$ cat src/core/ptmr_unused.sv
// Spare source slot of the timer core; holds no logic.
// Assumes nothing of its surroundings.

$ cat src/core/ptmr_pkg.sv
// Constants, field layout and carrier types of the paired 16/32-bit timer.
// Assumes a 32-bit APB master and a 100 MHz instruction clock.
package ptmr_pkg;

  // ==========================================================================
  // Register map (byte addresses)
  localparam logic [7:0] EVEN_CTRL_OFS  = 8'h00;
  localparam logic [7:0] ODD_CTRL_OFS   = 8'h04;
  localparam logic [7:0] EVEN_COUNT_OFS = 8'h08;
  localparam logic [7:0] ODD_COUNT_OFS  = 8'h0C;
  localparam logic [7:0] EVEN_PER_OFS   = 8'h10;
  localparam logic [7:0] ODD_PER_OFS    = 8'h14;
  localparam logic [7:0] INT_STAT_OFS   = 8'h18;
  localparam logic [7:0] INT_MASK_OFS   = 8'h1C;

  // ==========================================================================
  // Control field positions
  localparam int RUN_BIT  = 15;
  localparam int SIDL_BIT = 13;
  localparam int GATE_BIT = 6;
  localparam int PS_HI    = 5;
  localparam int PS_LO    = 4;
  localparam int PAIR_BIT = 3;
  localparam int CS_BIT   = 1;

  // Implemented bits; everything else reads zero
  localparam logic [15:0] EVEN_CTRL_MASK = 16'hA07A;
  localparam logic [15:0] ODD_CTRL_MASK  = 16'hA072;
  localparam logic [15:0] CTRL_RESET     = 16'h0000;
  localparam logic [15:0] COUNT_RESET    = 16'h0000;
  localparam logic [15:0] PER_RESET      = 16'hFFFF;

  // Prescale codes and terminal counts
  localparam logic [1:0] PS_DIV1   = 2'h0;
  localparam logic [1:0] PS_DIV8   = 2'h1;
  localparam logic [1:0] PS_DIV64  = 2'h2;
  localparam logic [1:0] PS_DIV256 = 2'h3;
  localparam logic [7:0] MAX_DIV1   = 8'h00;
  localparam logic [7:0] MAX_DIV8   = 8'h07;
  localparam logic [7:0] MAX_DIV64  = 8'h3F;
  localparam logic [7:0] MAX_DIV256 = 8'hFF;

  // Interrupt status / mask bits
  localparam int STAT_EVEN = 0;
  localparam int STAT_ODD  = 1;

  // ==========================================================================
  // Decoded control word
  typedef struct packed {
    logic       run;
    logic       sidl;
    logic       gate;
    logic [1:0] ps;
    logic       pair;
    logic       cs;
  } ptmr_ctrl_t;

endpackage

$ cat src/core/ptmr_top.sv
// Paired 16-bit timers (even, odd) joinable into one 32-bit timer, APB slave.
// Assumes ref_clk is the internal instruction clock; pins are asynchronous.
//
// Design decisions made here: the register addresses and register access over APB.
`timescale 1ns/1ps
`default_nettype none

// Function
// - Even run bit starts/stops the 32-bit pair or the even timer alone.
// - Stop-in-idle set halts the timer while the device idles.
// - Gate bit gates internal clock counting; ignored with external clock.
// - Prescale codes 00,01,10,11 divide by 1, 8, 64, 256.
// - Pairing bit joins both timers into one 32-bit timer.
// - Clock select one counts external pin rising edges, zero internal clock.
// - In 32-bit mode odd control bits have no effect.
// - Control write while running resets the prescale counter.
// - Only first pair's odd timer drives the converter trigger.
// - Unused control bits ignore writes and read zero.
// - Odd control register has same fields except pairing bit.
// - Odd run bit starts/stops odd 16-bit count when unpaired.
// - Even count is low word, odd count high word, same for period.
// - Even clock/gate drive the pair; 32-bit match sets odd flag.
module ptmr_top
  import ptmr_pkg::*;
#(
  parameter bit FIRST_PAIR = 1'b1
) (
  // Clock and reset
  input  wire logic        ref_clk,
  input  wire logic        rst,
  // APB slave
  input  wire logic        psel,
  input  wire logic        penable,
  input  wire logic        pwrite,
  input  wire logic [7:0]  paddr,
  input  wire logic [31:0] pwdata,
  input  wire logic [3:0]  pstrb,
  output logic [31:0]      prdata,
  output logic             pready,
  output logic             pslverr,
  // Device state and pins
  input  wire logic        idle_mode,
  input  wire logic        external_clock_pin,
  input  wire logic        odd_external_clock_pin,
  input  wire logic        even_gate_pin,
  input  wire logic        odd_gate_pin,
  // Events
  output logic             irq,
  output logic             adc_trigger
);

  // ==========================================================================
  // Declarations
  logic [15:0] even_ctrl_reg;
  logic [15:0] odd_ctrl_reg;
  logic [15:0] cnt_reg [2];
  logic [15:0] per_reg [2];
  logic [1:0]  stat_reg;
  logic [1:0]  mask_reg;
  logic [7:0]  presc_reg [2];
  logic [3:0]  pin_meta_reg;
  logic [3:0]  pin_sync_reg;
  logic [3:0]  pin_prev_reg;
  logic [31:0] prdata_reg;
  logic        trig_reg;

  ptmr_ctrl_t  ctl [2];
  logic        pair_mode;
  logic [1:0]  ext_rise;
  logic [1:0]  gate_lvl;
  logic [1:0]  ev_in;
  logic [1:0]  active;
  logic [1:0]  tick;
  logic [7:0]  presc_max [2];
  logic [1:0]  wr_ctrl;
  logic [1:0]  wr_cnt;
  logic [1:0]  wr_per;
  logic        wr_stat;
  logic        wr_mask;
  logic        access;
  logic        wr_en;
  logic        mapped;
  logic [1:0]  match16;
  logic        hit32;
  logic        low_wrap;
  logic        ev_even;
  logic        ev_odd;
  logic [31:0] rd_mux;

  function automatic ptmr_ctrl_t dec_ctrl(input logic [15:0] w);
    ptmr_ctrl_t c;
    c.run  = w[RUN_BIT];
    c.sidl = w[SIDL_BIT];
    c.gate = w[GATE_BIT];
    c.ps   = w[PS_HI:PS_LO];
    c.pair = w[PAIR_BIT];
    c.cs   = w[CS_BIT];
    return c;
  endfunction

  // Byte-lane merge into a 16-bit register
  function automatic logic [15:0] merge16(input logic [15:0] old,
                                          input logic [31:0] wd,
                                          input logic [3:0]  st);
    logic [15:0] r;
    r = old;
    if (st[0]) r[7:0]  = wd[7:0];
    if (st[1]) r[15:8] = wd[15:8];
    return r;
  endfunction

  // ==========================================================================
  // APB decode
  assign access  = psel & penable;
  assign wr_en   = access & pwrite;
  assign pready  = 1'b1;
  assign mapped  = (paddr[1:0] == 2'h0) && (paddr <= INT_MASK_OFS);
  assign pslverr = access & ~mapped;
  assign wr_ctrl = {wr_en && paddr == ODD_CTRL_OFS,
                    wr_en && paddr == EVEN_CTRL_OFS};
  assign wr_cnt  = {wr_en && paddr == ODD_COUNT_OFS,
                    wr_en && paddr == EVEN_COUNT_OFS};
  assign wr_per  = {wr_en && paddr == ODD_PER_OFS,
                    wr_en && paddr == EVEN_PER_OFS};
  assign wr_stat = wr_en && paddr == INT_STAT_OFS;
  assign wr_mask = wr_en && paddr == INT_MASK_OFS;

  // ==========================================================================
  // Control registers
  // unused bits masked
  always_ff @(posedge ref_clk or posedge rst) begin
    if (rst) begin
      even_ctrl_reg <= CTRL_RESET;
      odd_ctrl_reg  <= CTRL_RESET;
    end else begin
      if (wr_ctrl[0])
        even_ctrl_reg <= merge16(even_ctrl_reg, pwdata, pstrb)
                         & EVEN_CTRL_MASK;
      if (wr_ctrl[1])
        odd_ctrl_reg <= merge16(odd_ctrl_reg, pwdata, pstrb)
                        & ODD_CTRL_MASK;
    end
  end

  assign pair_mode = ctl[0].pair;
  assign ctl[0]    = dec_ctrl(even_ctrl_reg);
  assign ctl[1]    = dec_ctrl(odd_ctrl_reg);

  // ==========================================================================
  // Pin synchronisers and edge detect
  always_ff @(posedge ref_clk or posedge rst) begin
    if (rst) begin
      pin_meta_reg <= 4'h0;
      pin_sync_reg <= 4'h0;
      pin_prev_reg <= 4'h0;
    end else begin
      pin_meta_reg <= {odd_gate_pin, even_gate_pin,
                       odd_external_clock_pin, external_clock_pin};
      pin_sync_reg <= pin_meta_reg;
      pin_prev_reg <= pin_sync_reg;
    end
  end

  assign ext_rise = pin_sync_reg[1:0] & ~pin_prev_reg[1:0];
  assign gate_lvl = pin_sync_reg[3:2];

  // ==========================================================================
  // Prescalers; in pair mode the even one feeds both halves
  for (genvar i = 0; i < 2; i++) begin : g_presc
    assign ev_in[i] = ctl[i].cs ? ext_rise[i]
                                : (ctl[i].gate ? gate_lvl[i] : 1'b1);
    assign active[i] = ctl[i].run & ~(ctl[i].sidl & idle_mode)
                       & ~((i == 1) & pair_mode);

    always_comb begin
      unique case (ctl[i].ps)
        PS_DIV1:   presc_max[i] = MAX_DIV1;
        PS_DIV8:   presc_max[i] = MAX_DIV8;
        PS_DIV64:  presc_max[i] = MAX_DIV64;
        PS_DIV256: presc_max[i] = MAX_DIV256;
      endcase
    end

    assign tick[i] = active[i] & ev_in[i] & (presc_reg[i] == presc_max[i]);

    always_ff @(posedge ref_clk or posedge rst) begin
      if (rst) begin
        presc_reg[i] <= 8'h00;
      end else if (!active[i] || (wr_ctrl[i] && ctl[i].run)) begin
        presc_reg[i] <= 8'h00;
      end else if (ev_in[i]) begin
        presc_reg[i] <= tick[i] ? 8'h00 : presc_reg[i] + 8'h01;
      end
    end
  end

  // ==========================================================================
  // Counters and period registers
  assign match16[0] = cnt_reg[0] == per_reg[0];
  assign match16[1] = cnt_reg[1] == per_reg[1];
  // odd half is the high word
  assign hit32      = {cnt_reg[1], cnt_reg[0]} == {per_reg[1], per_reg[0]};
  assign low_wrap   = cnt_reg[0] == 16'hFFFF;

  always_ff @(posedge ref_clk or posedge rst) begin
    if (rst) begin
      cnt_reg[0] <= COUNT_RESET;
    end else if (wr_cnt[0]) begin
      cnt_reg[0] <= merge16(cnt_reg[0], pwdata, pstrb);
    end else if (tick[0]) begin
      if (pair_mode ? hit32 : match16[0])
        cnt_reg[0] <= COUNT_RESET;
      else
        cnt_reg[0] <= cnt_reg[0] + 16'h0001;
    end
  end

  // even tick drives high word in pair
  always_ff @(posedge ref_clk or posedge rst) begin
    if (rst) begin
      cnt_reg[1] <= COUNT_RESET;
    end else if (wr_cnt[1]) begin
      cnt_reg[1] <= merge16(cnt_reg[1], pwdata, pstrb);
    end else if (pair_mode) begin
      if (tick[0] && hit32)
        cnt_reg[1] <= COUNT_RESET;
      else if (tick[0] && low_wrap)
        cnt_reg[1] <= cnt_reg[1] + 16'h0001;
    end else if (tick[1]) begin
      cnt_reg[1] <= match16[1] ? COUNT_RESET : cnt_reg[1] + 16'h0001;
    end
  end

  always_ff @(posedge ref_clk or posedge rst) begin
    if (rst) begin
      per_reg[0] <= PER_RESET;
      per_reg[1] <= PER_RESET;
    end else begin
      if (wr_per[0]) per_reg[0] <= merge16(per_reg[0], pwdata, pstrb);
      if (wr_per[1]) per_reg[1] <= merge16(per_reg[1], pwdata, pstrb);
    end
  end

  // ==========================================================================
  // Events, interrupt and converter trigger
  assign ev_even = ~pair_mode & tick[0] & match16[0];
  // 32-bit match raises the odd flag
  assign ev_odd  = pair_mode ? (tick[0] & hit32) : (tick[1] & match16[1]);

  // Set wins over write-one-to-clear
  always_ff @(posedge ref_clk or posedge rst) begin
    if (rst) begin
      stat_reg <= 2'h0;
    end else begin
      stat_reg[STAT_EVEN] <= ev_even |
        (stat_reg[STAT_EVEN] & ~(wr_stat & pwdata[STAT_EVEN] & pstrb[0]));
      stat_reg[STAT_ODD]  <= ev_odd |
        (stat_reg[STAT_ODD] & ~(wr_stat & pwdata[STAT_ODD] & pstrb[0]));
    end
  end

  always_ff @(posedge ref_clk or posedge rst) begin
    if (rst)
      mask_reg <= 2'h0;
    else if (wr_mask && pstrb[0])
      mask_reg <= pwdata[1:0];
  end

  assign irq = |(stat_reg & mask_reg);

  // trigger only from first pair odd
  always_ff @(posedge ref_clk or posedge rst) begin
    if (rst)
      trig_reg <= 1'b0;
    else
      trig_reg <= FIRST_PAIR & ev_odd;
  end

  assign adc_trigger = trig_reg;

  // ==========================================================================
  // Read data, captured in the setup cycle so it is a flop in access
  always_comb begin
    rd_mux = 32'h0000_0000;
    unique case (paddr)
      EVEN_CTRL_OFS:  rd_mux[15:0] = even_ctrl_reg;
      ODD_CTRL_OFS:   rd_mux[15:0] = odd_ctrl_reg;
      EVEN_COUNT_OFS: rd_mux[15:0] = cnt_reg[0];
      ODD_COUNT_OFS:  rd_mux[15:0] = cnt_reg[1];
      EVEN_PER_OFS:   rd_mux[15:0] = per_reg[0];
      ODD_PER_OFS:    rd_mux[15:0] = per_reg[1];
      INT_STAT_OFS:   rd_mux[1:0]  = stat_reg;
      INT_MASK_OFS:   rd_mux[1:0]  = mask_reg;
      default:        rd_mux       = 32'h0000_0000;
    endcase
  end

  always_ff @(posedge ref_clk or posedge rst) begin
    if (rst)
      prdata_reg <= 32'h0000_0000;
    else if (psel && !penable)
      prdata_reg <= rd_mux;
  end

  assign prdata = prdata_reg;
endmodule // ptmr_top

`default_nettype wire

$ cat config.mk
export PLATFORM = sky130hd
export DESIGN_NAME = ptmr_top
export DESIGN_NICKNAME = d
export VERILOG_FILES = /design/src/core/ptmr_unused.sv /design/src/core/ptmr_pkg.sv /design/src/core/ptmr_top.sv
export SDC_FILE = /design/constraint.sdc
export NUM_CORES = 1
export LEC_CHECK = 0
export BUFFER_PORTS_ARGS = -buffer_cell sky130_fd_sc_hd__buf_2
export CORE_MARGIN = 8
export CORE_UTILIZATION = 63
export DETAILED_ROUTE_END_ITERATION = 12
export HOLD_SLACK_MARGIN = 0.08
export PLACE_DENSITY = 0.86
export SLEW_MARGIN = 25
export SYNTH_ARGS = -nofsm -noshare
export SYNTH_HDL_FRONTEND = slang
export SYNTH_SLANG_ARGS = --single-unit
$ cat constraint.sdc
create_clock -name ref_clk -period 6.75 [get_ports ref_clk]
set_clock_uncertainty 0.1 [all_clocks]
set_input_delay 0.675 -clock ref_clk [delete_from_list [all_inputs] [get_ports ref_clk]]
set_output_delay 0.675 -clock ref_clk [all_outputs]
set_load 0.01 [all_outputs]
==> flow_metrics.env <==
export IMPL_status="complete, no violations"
export IMPL_h_tree_depth=4
export IMPL_post_cts_setup_buffers=0
export IMPL_clockRootBuffer="clkbuf_8"
export IMPL_nets=814
export IMPL_overflow=0
export IMPL_synth_top_area_frac=0.3276
export IMPL_place_ws_ns=2.834
export IMPL_num_vias=6189
export IMPL_viasPerCell=6.809
export IMPL_cts_resized=0
export IMPL_ff2ff_setup_slack_ns=3.82
export IMPL_synth_main_ff_cell="dfrtp_1"
export IMPL_synth_simple_gate_area_share=0.1861
export IMPL_antenna_left=0
export IMPL_maxCapViolCount=0
export IMPL_seq_area_frac_synth=0.4473
export IMPL_grt_pass1_vias=6062
export IMPL_slew_headroom=0.2808
export IMPL_finalPower_w=0.001795
export IMPL_antenna_cells=0
export IMPL_crit_path_start_kind="primary input"
export IMPL_drv_slew=0
export IMPL_max_vdd_ir_drop_uv=215.9
export IMPL_hold_path_class="primary input to register"
export IMPL_cp_data_required_time_ns=7.12
export IMPL_antenna_found_initial=0
export IMPL_io_pins=90
export IMPL_rsz0062_at_grt="false"
export IMPL_wl_per_cell_um=21.90
export IMPL_netlist_area_um2=7027
export IMPL_yosysUniqueCellTypes=64
export IMPL_max_freq_mhz=289.3
export IMPL_post_route_util=0.7318
export IMPL_cts_tree="built"
export IMPL_fin_crit_sh=0.5120
export IMPL_grt_usage=0.2779
export IMPL_fp_row_count=38
export IMPL_synth_avg_cell_area_um2=9.953
export IMPL_grt_max_degree=70
export IMPL_wirelength_um=19910
export IMPL_ys_ff_latch=124
export IMPL_grt_pass1_wl_um=32070
export IMPL_synth_edf_count=0
export IMPL_grt_busiest_layer="met2"
export IMPL_fillCellCount=783
export IMPL_hold_viol=0
export IMPL_cp_max_fo=16
export IMPL_synthAdderAreaFrac=0.007123
export IMPL_power_density_nw_per_um2=226.3
export IMPL_grt_use_met3=0.07820
export IMPL_synthXorXnorAreaFrac=0.04736
export IMPL_use_met2=0.4377
export IMPL_fp_coreArea_um2=10840
export IMPL_yosysMostFrequentCell="dfrtp_1"
export IMPL_met1_usage=0.3556
export IMPL_fin_tns_setup_ns=0
export IMPL_port_buffers=54
export IMPL_floorplan_initialDensity=0.6482
export IMPL_timing_final_ws_setup_ns=3.294
export IMPL_synth_compound_area_frac=0.1770
export IMPL_cts_sinks=124
export IMPL_finalCriticalPeriod_ns=3.456
export IMPL_drive_gt1_frac=0.2484
export IMPL_syn_to_final_growth_pct=12.89
export IMPL_clk_pin_slew_ns=0.05
export IMPL_hpwl_um=14020
export IMPL_ys_warn_count=0
export IMPL_drt_iter0_drc=957
export IMPL_gp_congestion=0.9350
export IMPL_clockBufferDepth=2
export IMPL_drc=0
export IMPL_synthTopCellsByArea="dfrtp_1 (33%), dfstp_2 (12%), mux2_2 (7.5%)"
export IMPL_clk_latency_ns=0.54
export IMPL_synthMuxAreaShare=0.08707
export IMPL_worst_pin_slew_ns=1.070
export IMPL_hold_ws_ns=0.1437
export IMPL_dieHeight_um=121.6
export IMPL_critPathKind="primary input to register"
export IMPL_hold_buffers=0
export IMPL_leakage_nw=3.513
export IMPL_end_kind="register"
export IMPL_synthArstFlopShare=1.000
export IMPL_synth_top_family_by_area="simple AND/OR/NAND/NOR gates"
export IMPL_dieArea_um2=14790
export IMPL_cts_made_buffers=17
export IMPL_die_x_um=121.6
export IMPL_netlist_top_cells_count="dfrtp_1 (92), nand2_1 (66), mux2_2 (47)"
export IMPL_synth_top_area_cell="dfrtp_1"
export IMPL_syn_inst=706
export IMPL_setup_violations=0
export IMPL_cp_arrival_ns=3.83
export IMPL_firstDrtPassIters=5
[per-stage QoR]
stage               cells  cell area, µm²
floorplan             721            7083
global placement      877            7330
detailed placement    877            7335
CTS                   909            7930
global route          909            7933
finish                909            7933
[path summary, 6_finish.rpt]
check                                     startpoint                        end  depth (start not counted)
min in group asynchronous                        rst  presc_reg[10]$_DFFE_PP0P_                          2
min                                     odd_gate_pin  pin_meta_reg[3]$_DFF_PP0_                          1
min reg2reg                pin_meta_reg[3]$_DFF_PP0_  pin_sync_reg[3]$_DFF_PP0_                          0
max reg2reg                presc_reg[11]$_DFFE_PP0P_    cnt_reg[10]$_DFFE_PP0P_                          8
max                                         paddr[0]    cnt_reg[24]$_DFFE_PP0P_                          8
max in group asynchronous                        rst     cnt_reg[3]$_DFFE_PP0P_                          3
[critical path: stages]
cell	delay (ns)
buf_2	0.10
or4_1	0.68
nor4_4	0.85
nand3_1	0.32
o21ai_1	0.40
nand2b_2	0.31
nor4_1	0.33
a221o_1	0.14
[cells by family (layout without fill, tap and decap cells)]
logic type / Yosys count / in the layout
AND/OR/NAND/NOR: 241 / 241
XOR/XNOR: 38 / 38
flip-flops: 124 / 124
buffers and inverters: 65 / 113
multiplexers: 54 / 54
adder cells (fa/ha/maj): 4 / 4
AO/OA/AOI/OAI: 178 / 178
other: 2 / 17
[where the power goes]
part	total [W]	switching (W)	internal, W
Clock	0.000920	0.000319	0.000601
Combinational	0.000106	0.0000766	0.0000292
Sequential	0.000769	0.0000132	0.000756
Total	0.00180	0.000409	0.00139
[cells in the final DEF (no fill, tap or decap), types with 16 or more instances in the layout]
master | Yosys | routed
and3_1 | 24 | 24
dfstp_2 | 32 | 32
inv_1 | 21 | 20
xor2_1 | 22 | 22
xnor2_1 | 16 | 16
dfrtp_1 | 92 | 92
mux2_2 | 47 | 47
nand3_1 | 29 | 29
o21ai_0 | 44 | 44
clkbuf_16 | 0 | 16
nand2_1 | 66 | 66
a21oi_1 | 27 | 27
buf_2 | 2 | 54
nor2_1 | 31 | 30
a22oi_1 | 31 | 31
conb_1 | 2 | 17
[per-layer routing]
layer / up-vias / routed length (µm)
met5: - / 0
met4: 0 / 533
met3: 54 / 2229
met2: 401 / 9495
met1: 3039 / 7651
li1: 2695 / -
[area by class of cell]
cell class,instances,area (µm²),share of cell area
Clock buffer,26,488.0,0.06151
Clock inverter,6,107.6,0.01356
Inverter,21,81.33,0.01025
Multi-Input combinational cell,532,3622,0.4566
Sequential cell,124,3143,0.3962
Tap cell,140,175.2,0.02208
Timing Repair Buffer,60,315.3,0.03975
(Power assumes the default switching activity.)
